[src/common/tamper_pkg.sv]
// Shared constants and types for the access opening tamper monitor
package tamper_pkg;

  // ---------------------------------------------------------------
  // Sizes
  // ---------------------------------------------------------------
  localparam int NUM_PANELS = 4;
  localparam int NUM_MODULES = 32;
  localparam int HIST_DEPTH = 16;
  localparam int TIME_W = 32;

  // ---------------------------------------------------------------
  // Timing
  // ---------------------------------------------------------------
  localparam int CLK_PERIOD_NS = 10;
  localparam int TICK_PERIOD_US = 1000;
  localparam int TICK_CYCLES = TICK_PERIOD_US * 1000 / CLK_PERIOD_NS;
  localparam int WINDOW_HOURS = 8;
  localparam longint WINDOW_TICKS_L =
    longint'(WINDOW_HOURS) * 3600 * 1000 * 1000 / TICK_PERIOD_US;
  localparam logic [TIME_W-1:0] WINDOW_TICKS = WINDOW_TICKS_L[TIME_W-1:0];
  localparam int DEBOUNCE_US = 10000;
  localparam int DEBOUNCE_CYCLES = DEBOUNCE_US * 1000 / CLK_PERIOD_NS;

  // ---------------------------------------------------------------
  // Removal limit: lesser of 15 and the 5 percent screen count
  // ---------------------------------------------------------------
  localparam int MAX_REMOVALS_ABS = 15;
  localparam int SCREEN_PCT_MODULES = 15;
  localparam int MODULE_REMOVAL_LIMIT =
    (SCREEN_PCT_MODULES < MAX_REMOVALS_ABS) ? SCREEN_PCT_MODULES
                                            : MAX_REMOVALS_ABS;

  // ---------------------------------------------------------------
  // Alarm state
  // ---------------------------------------------------------------
  typedef enum logic [1:0] {
    ST_IDLE = 2'b00,
    ST_ALARM = 2'b01
  } alarm_state_t;

endpackage

[src/common/tamper_if.sv]
// Link between the imaging device monitor and the companion media unit
`timescale 1ns/1ps
interface tamper_if;
  logic access_open_event;
  logic access_opened_log_event;
  logic access_closed_log_event;
  logic module_removed;
  logic playback_active;

  modport device (
    output access_open_event,
    output access_opened_log_event,
    output access_closed_log_event,
    output module_removed,
    input playback_active
  );

  modport media (
    input access_open_event,
    input access_opened_log_event,
    input access_closed_log_event,
    input module_removed,
    output playback_active
  );
endinterface

[src/design/access_opening_tamper_monitor.sv]
// Imaging device end: sensor conditioning, removal window, access alarm
//
// Functional notes
// - Drive access event when opening detected
// - Opening during playback stops playback
// - Refuse playback start while panel open
// - Media unit logs each opening from all panels closed
// - Media unit logs each closure of the last open panel
// - Exposing replacement method asserts access event
// - Playback inhibited while access event asserted
// - One event may cover grouped replacement
// - Detect module removal, inhibit encrypted playback
// - Removals over limit in 8h raise event
// - Clearing alarm keeps removal history
// - Clear alarm only by key or code
`timescale 1ns/1ps
module access_opening_tamper_monitor
  import tamper_pkg::*;
#(
  parameter int TICK_CYC = TICK_CYCLES,
  parameter int DEBOUNCE_CYC = DEBOUNCE_CYCLES,
  parameter logic [TIME_W-1:0] WINDOW_LEN = WINDOW_TICKS
)
(
  input wire logic clk,
  input wire logic sys_rst,
  input wire logic [NUM_PANELS-1:0] panel_open_raw,
  input wire logic [NUM_MODULES-1:0] module_present_raw,
  input wire logic service_exposed_raw,
  input wire logic key_clear_raw,
  input wire logic code_clear,
  tamper_if.device link,
  output logic alarm_active,
  output logic [4:0] window_count
);

  localparam int NS = NUM_PANELS + NUM_MODULES + 2;

  // ---------------------------------------------------------------
  // Input synchronisers
  // ---------------------------------------------------------------
  logic [NS-1:0] raw_in;
  logic [NS-1:0] s1_ff;
  logic [NS-1:0] s2_ff;
  logic [NS-1:0] s3_ff;
  logic [NS-1:0] deb_ff;
  logic [NS-1:0] deb_prev_ff;
  logic [31:0] cnt_ff [NS];

  assign raw_in = {key_clear_raw, service_exposed_raw,
                   ~module_present_raw, panel_open_raw};

  always_ff @(posedge clk)
  begin
    if (sys_rst)
    begin
      s1_ff <= '0;
      s2_ff <= '0;
      s3_ff <= '0;
    end
    else
    begin
      s1_ff <= raw_in;
      s2_ff <= s1_ff;
      s3_ff <= s2_ff;
    end
  end

  // ---------------------------------------------------------------
  // Debounce: level must stay stable for DEBOUNCE_CYC cycles
  // ---------------------------------------------------------------
  always_ff @(posedge clk)
  begin
    if (sys_rst)
    begin
      deb_ff <= '0;
      deb_prev_ff <= '0;
      for (int i = 0; i < NS; i++)
      begin
        cnt_ff[i] <= '0;
      end
    end
    else
    begin
      deb_prev_ff <= deb_ff;
      for (int i = 0; i < NS; i++)
      begin
        if (s2_ff[i] != s3_ff[i] || s3_ff[i] == deb_ff[i])
        begin
          cnt_ff[i] <= '0;
        end
        else if (cnt_ff[i] >= 32'(DEBOUNCE_CYC - 1))
        begin
          cnt_ff[i] <= '0;
          deb_ff[i] <= s3_ff[i];
        end
        else
        begin
          cnt_ff[i] <= cnt_ff[i] + 32'd1;
        end
      end
    end
  end

  logic [NUM_PANELS-1:0] panel_open;
  logic [NUM_MODULES-1:0] mod_out;
  logic [NUM_MODULES-1:0] mod_rise;
  logic any_open;
  logic any_open_prev;
  logic exposed;
  logic exposed_rise;
  logic key_rise;
  logic removal_evt;

  assign panel_open = deb_ff[NUM_PANELS-1:0];
  assign mod_out = deb_ff[NUM_PANELS +: NUM_MODULES];
  assign mod_rise = mod_out & ~deb_prev_ff[NUM_PANELS +: NUM_MODULES];
  assign any_open = |panel_open;
  assign any_open_prev = |deb_prev_ff[NUM_PANELS-1:0];
  assign exposed = deb_ff[NS-2];
  assign exposed_rise = exposed & ~deb_prev_ff[NS-2];
  assign key_rise = deb_ff[NS-1] & ~deb_prev_ff[NS-1];
  assign removal_evt = |mod_rise;

  // ---------------------------------------------------------------
  // Time base: one tick per TICK_CYC cycles
  // ---------------------------------------------------------------
  logic [31:0] tdiv_ff;
  logic [TIME_W-1:0] now_ff;
  logic tick;

  assign tick = (tdiv_ff == 32'(TICK_CYC - 1));

  always_ff @(posedge clk)
  begin
    if (sys_rst)
    begin
      tdiv_ff <= '0;
      now_ff <= '0;
    end
    else if (tick)
    begin
      tdiv_ff <= '0;
      now_ff <= now_ff + 1'b1;
    end
    else
    begin
      tdiv_ff <= tdiv_ff + 32'd1;
    end
  end

  // ---------------------------------------------------------------
  // Removal history: ring of timestamps, never cleared by alarm reset
  // ---------------------------------------------------------------
  logic [TIME_W-1:0] stamp_ff [HIST_DEPTH];
  logic [HIST_DEPTH-1:0] used_ff;
  logic [3:0] wr_ff;
  logic [4:0] in_win;

  function automatic logic live(input logic u,
                                input logic [TIME_W-1:0] ts,
                                input logic [TIME_W-1:0] now);
    live = u && ((now - ts) < WINDOW_LEN);
  endfunction

  always_ff @(posedge clk)
  begin
    if (sys_rst)
    begin
      used_ff <= '0;
      wr_ff <= '0;
    end
    else
    begin
      // Stamps need no reset: an entry counts only while its used bit is set
      for (int i = 0; i < HIST_DEPTH; i++)
      begin
        used_ff[i] <= live(used_ff[i], stamp_ff[i], now_ff);
      end
      if (removal_evt)
      begin
        stamp_ff[wr_ff] <= now_ff;
        used_ff[wr_ff] <= 1'b1;
        wr_ff <= wr_ff + 4'd1;
      end
    end
  end

  always_comb
  begin
    in_win = '0;
    for (int i = 0; i < HIST_DEPTH; i++)
    begin
      in_win = in_win + 5'(live(used_ff[i], stamp_ff[i], now_ff));
    end
  end

  logic limit_hit;

  // A removal above the limit alarms again even after a clear
  assign limit_hit = removal_evt &
                     (in_win >= 5'(MODULE_REMOVAL_LIMIT));

  // ---------------------------------------------------------------
  // Access alarm: held until key or code once sources are gone
  // ---------------------------------------------------------------
  alarm_state_t state_ff;
  logic trigger;
  logic clear_req;

  // A grouped replacement holds exposed high: one rising edge, one event
  assign trigger = (any_open & ~any_open_prev) | exposed_rise |
                   limit_hit;
  assign clear_req = key_rise | code_clear;

  always_ff @(posedge clk)
  begin
    if (sys_rst)
    begin
      state_ff <= ST_IDLE;
    end
    else
    begin
      case (state_ff)
        ST_IDLE:
        begin
          if (trigger)
          begin
            state_ff <= ST_ALARM;
          end
        end
        ST_ALARM:
        begin
          // Trigger wins over a clear in the same cycle
          if (clear_req && !trigger && !any_open && !exposed)
          begin
            state_ff <= ST_IDLE;
          end
        end
        default: state_ff <= ST_IDLE;
      endcase
    end
  end

  // ---------------------------------------------------------------
  // Link outputs
  // ---------------------------------------------------------------
  always_ff @(posedge clk)
  begin
    if (sys_rst)
    begin
      link.access_open_event <= 1'b0;
      link.access_opened_log_event <= 1'b0;
      link.access_closed_log_event <= 1'b0;
      link.module_removed <= 1'b0;
      alarm_active <= 1'b0;
      window_count <= '0;
    end
    else
    begin
      link.access_open_event <= (state_ff == ST_ALARM) | trigger;
      link.access_opened_log_event <= any_open & ~any_open_prev;
      link.access_closed_log_event <= ~any_open & any_open_prev;
      link.module_removed <= |mod_out;
      alarm_active <= (state_ff == ST_ALARM) | trigger;
      window_count <= in_win;
    end
  end

endmodule

[src/flat_wrapper.sv]
// flat-port wrapper written by rule: the top's interface ports become plain ports
module access_opening_tamper_monitor_flat import tamper_pkg::*;
#(
  parameter int TICK_CYC = TICK_CYCLES,
  parameter int DEBOUNCE_CYC = DEBOUNCE_CYCLES,
  parameter logic [TIME_W-1:0] WINDOW_LEN = WINDOW_TICKS
)
  (clk, sys_rst, panel_open_raw, module_present_raw, service_exposed_raw, key_clear_raw, code_clear, alarm_active, window_count, link_access_open_event, link_access_opened_log_event, link_access_closed_log_event, link_module_removed, link_playback_active);
  tamper_if link_i ();
  input wire logic clk;
  input wire logic sys_rst;
  input wire logic [NUM_PANELS-1:0] panel_open_raw;
  input wire logic [NUM_MODULES-1:0] module_present_raw;
  input wire logic service_exposed_raw;
  input wire logic key_clear_raw;
  input wire logic code_clear;
  output logic alarm_active;
  output logic [4:0] window_count;
  output wire logic [$bits(link_i.access_open_event)-1:0] link_access_open_event;
  output wire logic [$bits(link_i.access_opened_log_event)-1:0] link_access_opened_log_event;
  output wire logic [$bits(link_i.access_closed_log_event)-1:0] link_access_closed_log_event;
  output wire logic [$bits(link_i.module_removed)-1:0] link_module_removed;
  input wire logic [$bits(link_i.playback_active)-1:0] link_playback_active;
  assign link_access_open_event = link_i.access_open_event;
  assign link_access_opened_log_event = link_i.access_opened_log_event;
  assign link_access_closed_log_event = link_i.access_closed_log_event;
  assign link_module_removed = link_i.module_removed;
  assign link_i.playback_active = link_playback_active;
  access_opening_tamper_monitor #(.TICK_CYC(TICK_CYC), .DEBOUNCE_CYC(DEBOUNCE_CYC), .WINDOW_LEN(WINDOW_LEN)) u_core (.clk(clk), .sys_rst(sys_rst), .panel_open_raw(panel_open_raw), .module_present_raw(module_present_raw), .service_exposed_raw(service_exposed_raw), .key_clear_raw(key_clear_raw), .code_clear(code_clear), .link(link_i), .alarm_active(alarm_active), .window_count(window_count));
endmodule
[config.mk]
export PLATFORM = sky130hd
export DESIGN_NAME = access_opening_tamper_monitor_flat
export DESIGN_NICKNAME = d
export VERILOG_FILES = /design/src/common/tamper_pkg.sv /design/src/common/tamper_if.sv /design/src/design/access_opening_tamper_monitor.sv /design/src/flat_wrapper.sv
export SDC_FILE = /design/constraint.sdc
export NUM_CORES = 2
export LEC_CHECK = 0
export ABC_AREA = 1
export BUFFER_PORTS_ARGS = -buffer_cell sky130_fd_sc_hd__buf_2
export CAP_MARGIN = 40
export CORE_MARGIN = 2
export CORE_UTILIZATION = 45
export CTS_BUF_LIST = sky130_fd_sc_hd__clkbuf_4 sky130_fd_sc_hd__clkbuf_8 sky130_fd_sc_hd__clkbuf_16
export DETAILED_ROUTE_END_ITERATION = 6
export SLEW_MARGIN = 5
export SYNTH_ARGS = -nofsm -noshare
export SYNTH_HDL_FRONTEND = slang
export SYNTH_SLANG_ARGS = --single-unit
[constraint.sdc]
create_clock -name clk -period 9 [get_ports clk]
set_clock_uncertainty 0.15 [all_clocks]
set_input_delay 0.9 -clock clk [delete_from_list [all_inputs] [get_ports clk]]
set_output_delay 0.9 -clock clk [all_outputs]
set_load 0.01 [all_outputs]
==> metrics <==
uppermost routed layer met4; Setup CP Type register to register; Synth async-reset ratio 0%; Synth top area share 44.46%; pwr dens 153.3 nW/um2; Detailed Route Iter0 Violations 5993; total global routing overflow 0; Yosys warning count 0; first-pass GRT wire length 430.4 mm; Non-Filler Instances 19870; Post-CTS Resized 0; reg2reg path depth 32; cells after synthesis 14270; Worst R2R End u_core.state_ff[0]; total CTS buffers 221; wire length on met2 116.2 mm; final worst-path cycle share 88.46%; Post-synth top flop edfxtp_1; wire length on met1 130.0 mm; Fin Setup TNS 0 ns; largest stage delay on the critical path 0.65 ns; WHS Endpoint u_core.s1_ff[24]; most frequent CP cell fa_1; DRC viols 3; fin util 53.09%; pin count of the biggest net entering global routing 77; total wire length 263.8 mm; maximum fanout along the worst path 8; RSZ-0062 raised after global routing no; Final Cell Area 136700 um2; Via density 4.655; hold path cells 2; power consumption 20.95 mW; Min-Delay Path Class primary input to register; GP Congestion 0.9326; # setup viols final 0; Crit-path slowest cell dfxtp_2; crit start category register; Sw Share 22.61%; failing checks design-rule violations; worst-case clock buffer depth 3; Avg Cell Area, Syn 8.182 um2; Final min period 7.961 ns; DRT Pass-1 Iters 7; ratio of cells with drive above 1 in the final layout 5.468%; height of the die 513.3 um; CP delay by family, top adder cells; pre-CTS WS 1.004 ns; Worst Setup Slack, final 1.039 ns; Worst R2R Start u_core.now_ff[11]; largest cells by area after synthesis edfxtp_1 (44%), nand2_1 (12%), inv_1 (7.9%); Skew-Pair Late Insertion Delay 0.91 ns; # rows 186; Post-synth EDFFs 1728; Sink Count 2012; status finished, violations left; detailed-route via count 92490; cell taking the most area after synthesis edfxtp_1; Worst Tran Pin Value 0.8504 ns; CP arrival 8.64 ns; sequential share of power 51.2%; Hold Fails Final Rpt 0; Placed Cells 19410; wire length per cell 13.28 um; Synth top cells by count nand2_1 (3634), inv_1 (2451), nor2_1 (1793), edfxtp_1 (1728), a21oi_1 (896); initial antenna violation count 10; Yosys cell types 75; H-tree Lvls 4; HP Start module_present_raw[20]; Initial Util 45.35%; Worst VDD drop 200.4 uV; logic gate share of total power 4.6%; Critical Path RT 9.68 ns; Slew Limit Fails 0; Clock Power Share 44.3%; Lkg Pwr 62.92 nW; sw power 4.737 mW; Max-Cap Viols 0; Hold Slack 0.07667 ns; IO Count 52; antenna-violating nets left 0; dpl hpwl 197.8 mm; I/O Buffers 50; Placement Cell Area 128700 um2; Nets 16860; Buf/Inv on CP 5; Netlist Area Pre-Place 116700 um2; Slew headroom 43.31%; R2R Setup Slk 1.04 ns; Global Route Usage Sum 19.97%; Pint 16.21 mW; Core Area 257400 um2; FMAX 0.1256 GHz; Yosys reg bits 2012; met3 wire length 11.88 mm; sequential share of the synthesized area 49.33%; die area 263500 um2; clock slew at reported path FFs 0.06 ns; Crit. End Element register; Layout area overhead 17.08%; DIE WIDTH 513.3 um; Root Buffer Master clkbuf_16; vias in the first global route 85840; most common cell in the synthesized netlist nand2_1; CTS tree built
## worst max path at each step
stage	end	slack, ns	cells past startpoint	start
2_1_floorplan	u_core.state_ff[0]	2.14	32	u_core.now_ff[9]
3_3_place_gp	u_core.state_ff[0]	1.06	31	u_core.now_ff[11]
3_5_place_dp	u_core.state_ff[0]	1.00	33	u_core.now_ff[7]
4_1_cts	u_core.state_ff[0]	1.03	33	u_core.now_ff[7]
5_1_grt	u_core.state_ff[0]	0.66	31	u_core.now_ff[11]
6_report	u_core.state_ff[0]	1.04	32	u_core.now_ff[11]
## state kept, by name, summed over array words and instances (netlist names)
| name | count |
|---|---|
| u_core.stamp_ff | 512 |
| u_core.cnt_ff | 1216 |
| u_core.link.access_opened_log_event | 1 |
| u_core.window_count | 5 |
| u_core.deb_prev_ff | 38 |
| u_core.tdiv_ff | 32 |
| u_core.used_ff | 16 |
| u_core.state_ff | 1 |
| u_core.s3_ff | 38 |
| u_core.wr_ff | 4 |
| u_core.link.access_open_event | 1 |
| u_core.link.access_closed_log_event | 1 |
| u_core.s1_ff | 38 |
| u_core.deb_ff | 38 |
| u_core.s2_ff | 38 |
| u_core.now_ff | 32 |
| u_core.link.module_removed | 1 |
## cells by family (layout without fill, tap and decap cells)
family,Yosys count,in the layout,share of synthesized area [%]
xor gates and xnor gates,320,320,2.401
other,2,1675,0.006434
DFF,2012,2012,49.33
adders and majority gates,539,539,5.842
buffers and inverters,2576,3120,8.335
and+or+nand+nor,7343,7343,27.35
AOI/OAI and AO/OA,1473,1473,6.740
## cell type report
cell class | instances | area [um2]
tap | 3384 | 4234
clock buffer | 305 | 6382
sequential | 2012 | 57620
antenna | 3 | 7.507
clock inverter | 115 | 1271
timing repair buffer | 219 | 2047
multi-input combinational | 11350 | 55760
inverter | 2481 | 9323
fill | 24960 | 120700
## power by group through the flow
stage | combinational, mW | clock, mW | sequential [mW]
after floorplan | 0.681 | 0 | 10.9
after global placement | 0.905 | 0 | 10.9
after detailed placement | 0.928 | 0 | 10.9
after CTS | 0.945 | 9.56 | 10.7
after global routing | 1.12 | 9.91 | 10.8
final | 0.955 | 9.27 | 10.7
## placed cells by master, fill, tap and decap left out, drive strengths merged, types with 123 or more instances in the layout
cell	Yosys	routed
clkbuf	64	305
nor3b	136	136
nor3	421	421
edfxtp	1728	1728
o21ai	355	355
nand4	253	253
inv	2472	2480
a21oi	900	900
nor2	1860	1860
xor2	197	197
nand2	3663	3663
ha	529	529
nor4	162	162
buf	31	187
conb	2	1672
nand3	647	647
xnor2	123	123
dfxtp	284	284
## routing by layer
layer / vias to the layer above / GRT usage (%)
met4: 0 / 4.677
met2: 1505 / 32.11
li1: 49280 / -
met1: 41390 / 28.66
met5: - / 0
met3: 311 / 2.484
## timing repair
| action | CTS | global route |
|---|---|---|
| setup buffers | 0 | 0 |
| setup endpoints to repair | 0 | 0 |
| hold endpoints to repair | 32 | 0 |
| hold buffers | 32 | 0 |
(Power assumes the default switching activity.)
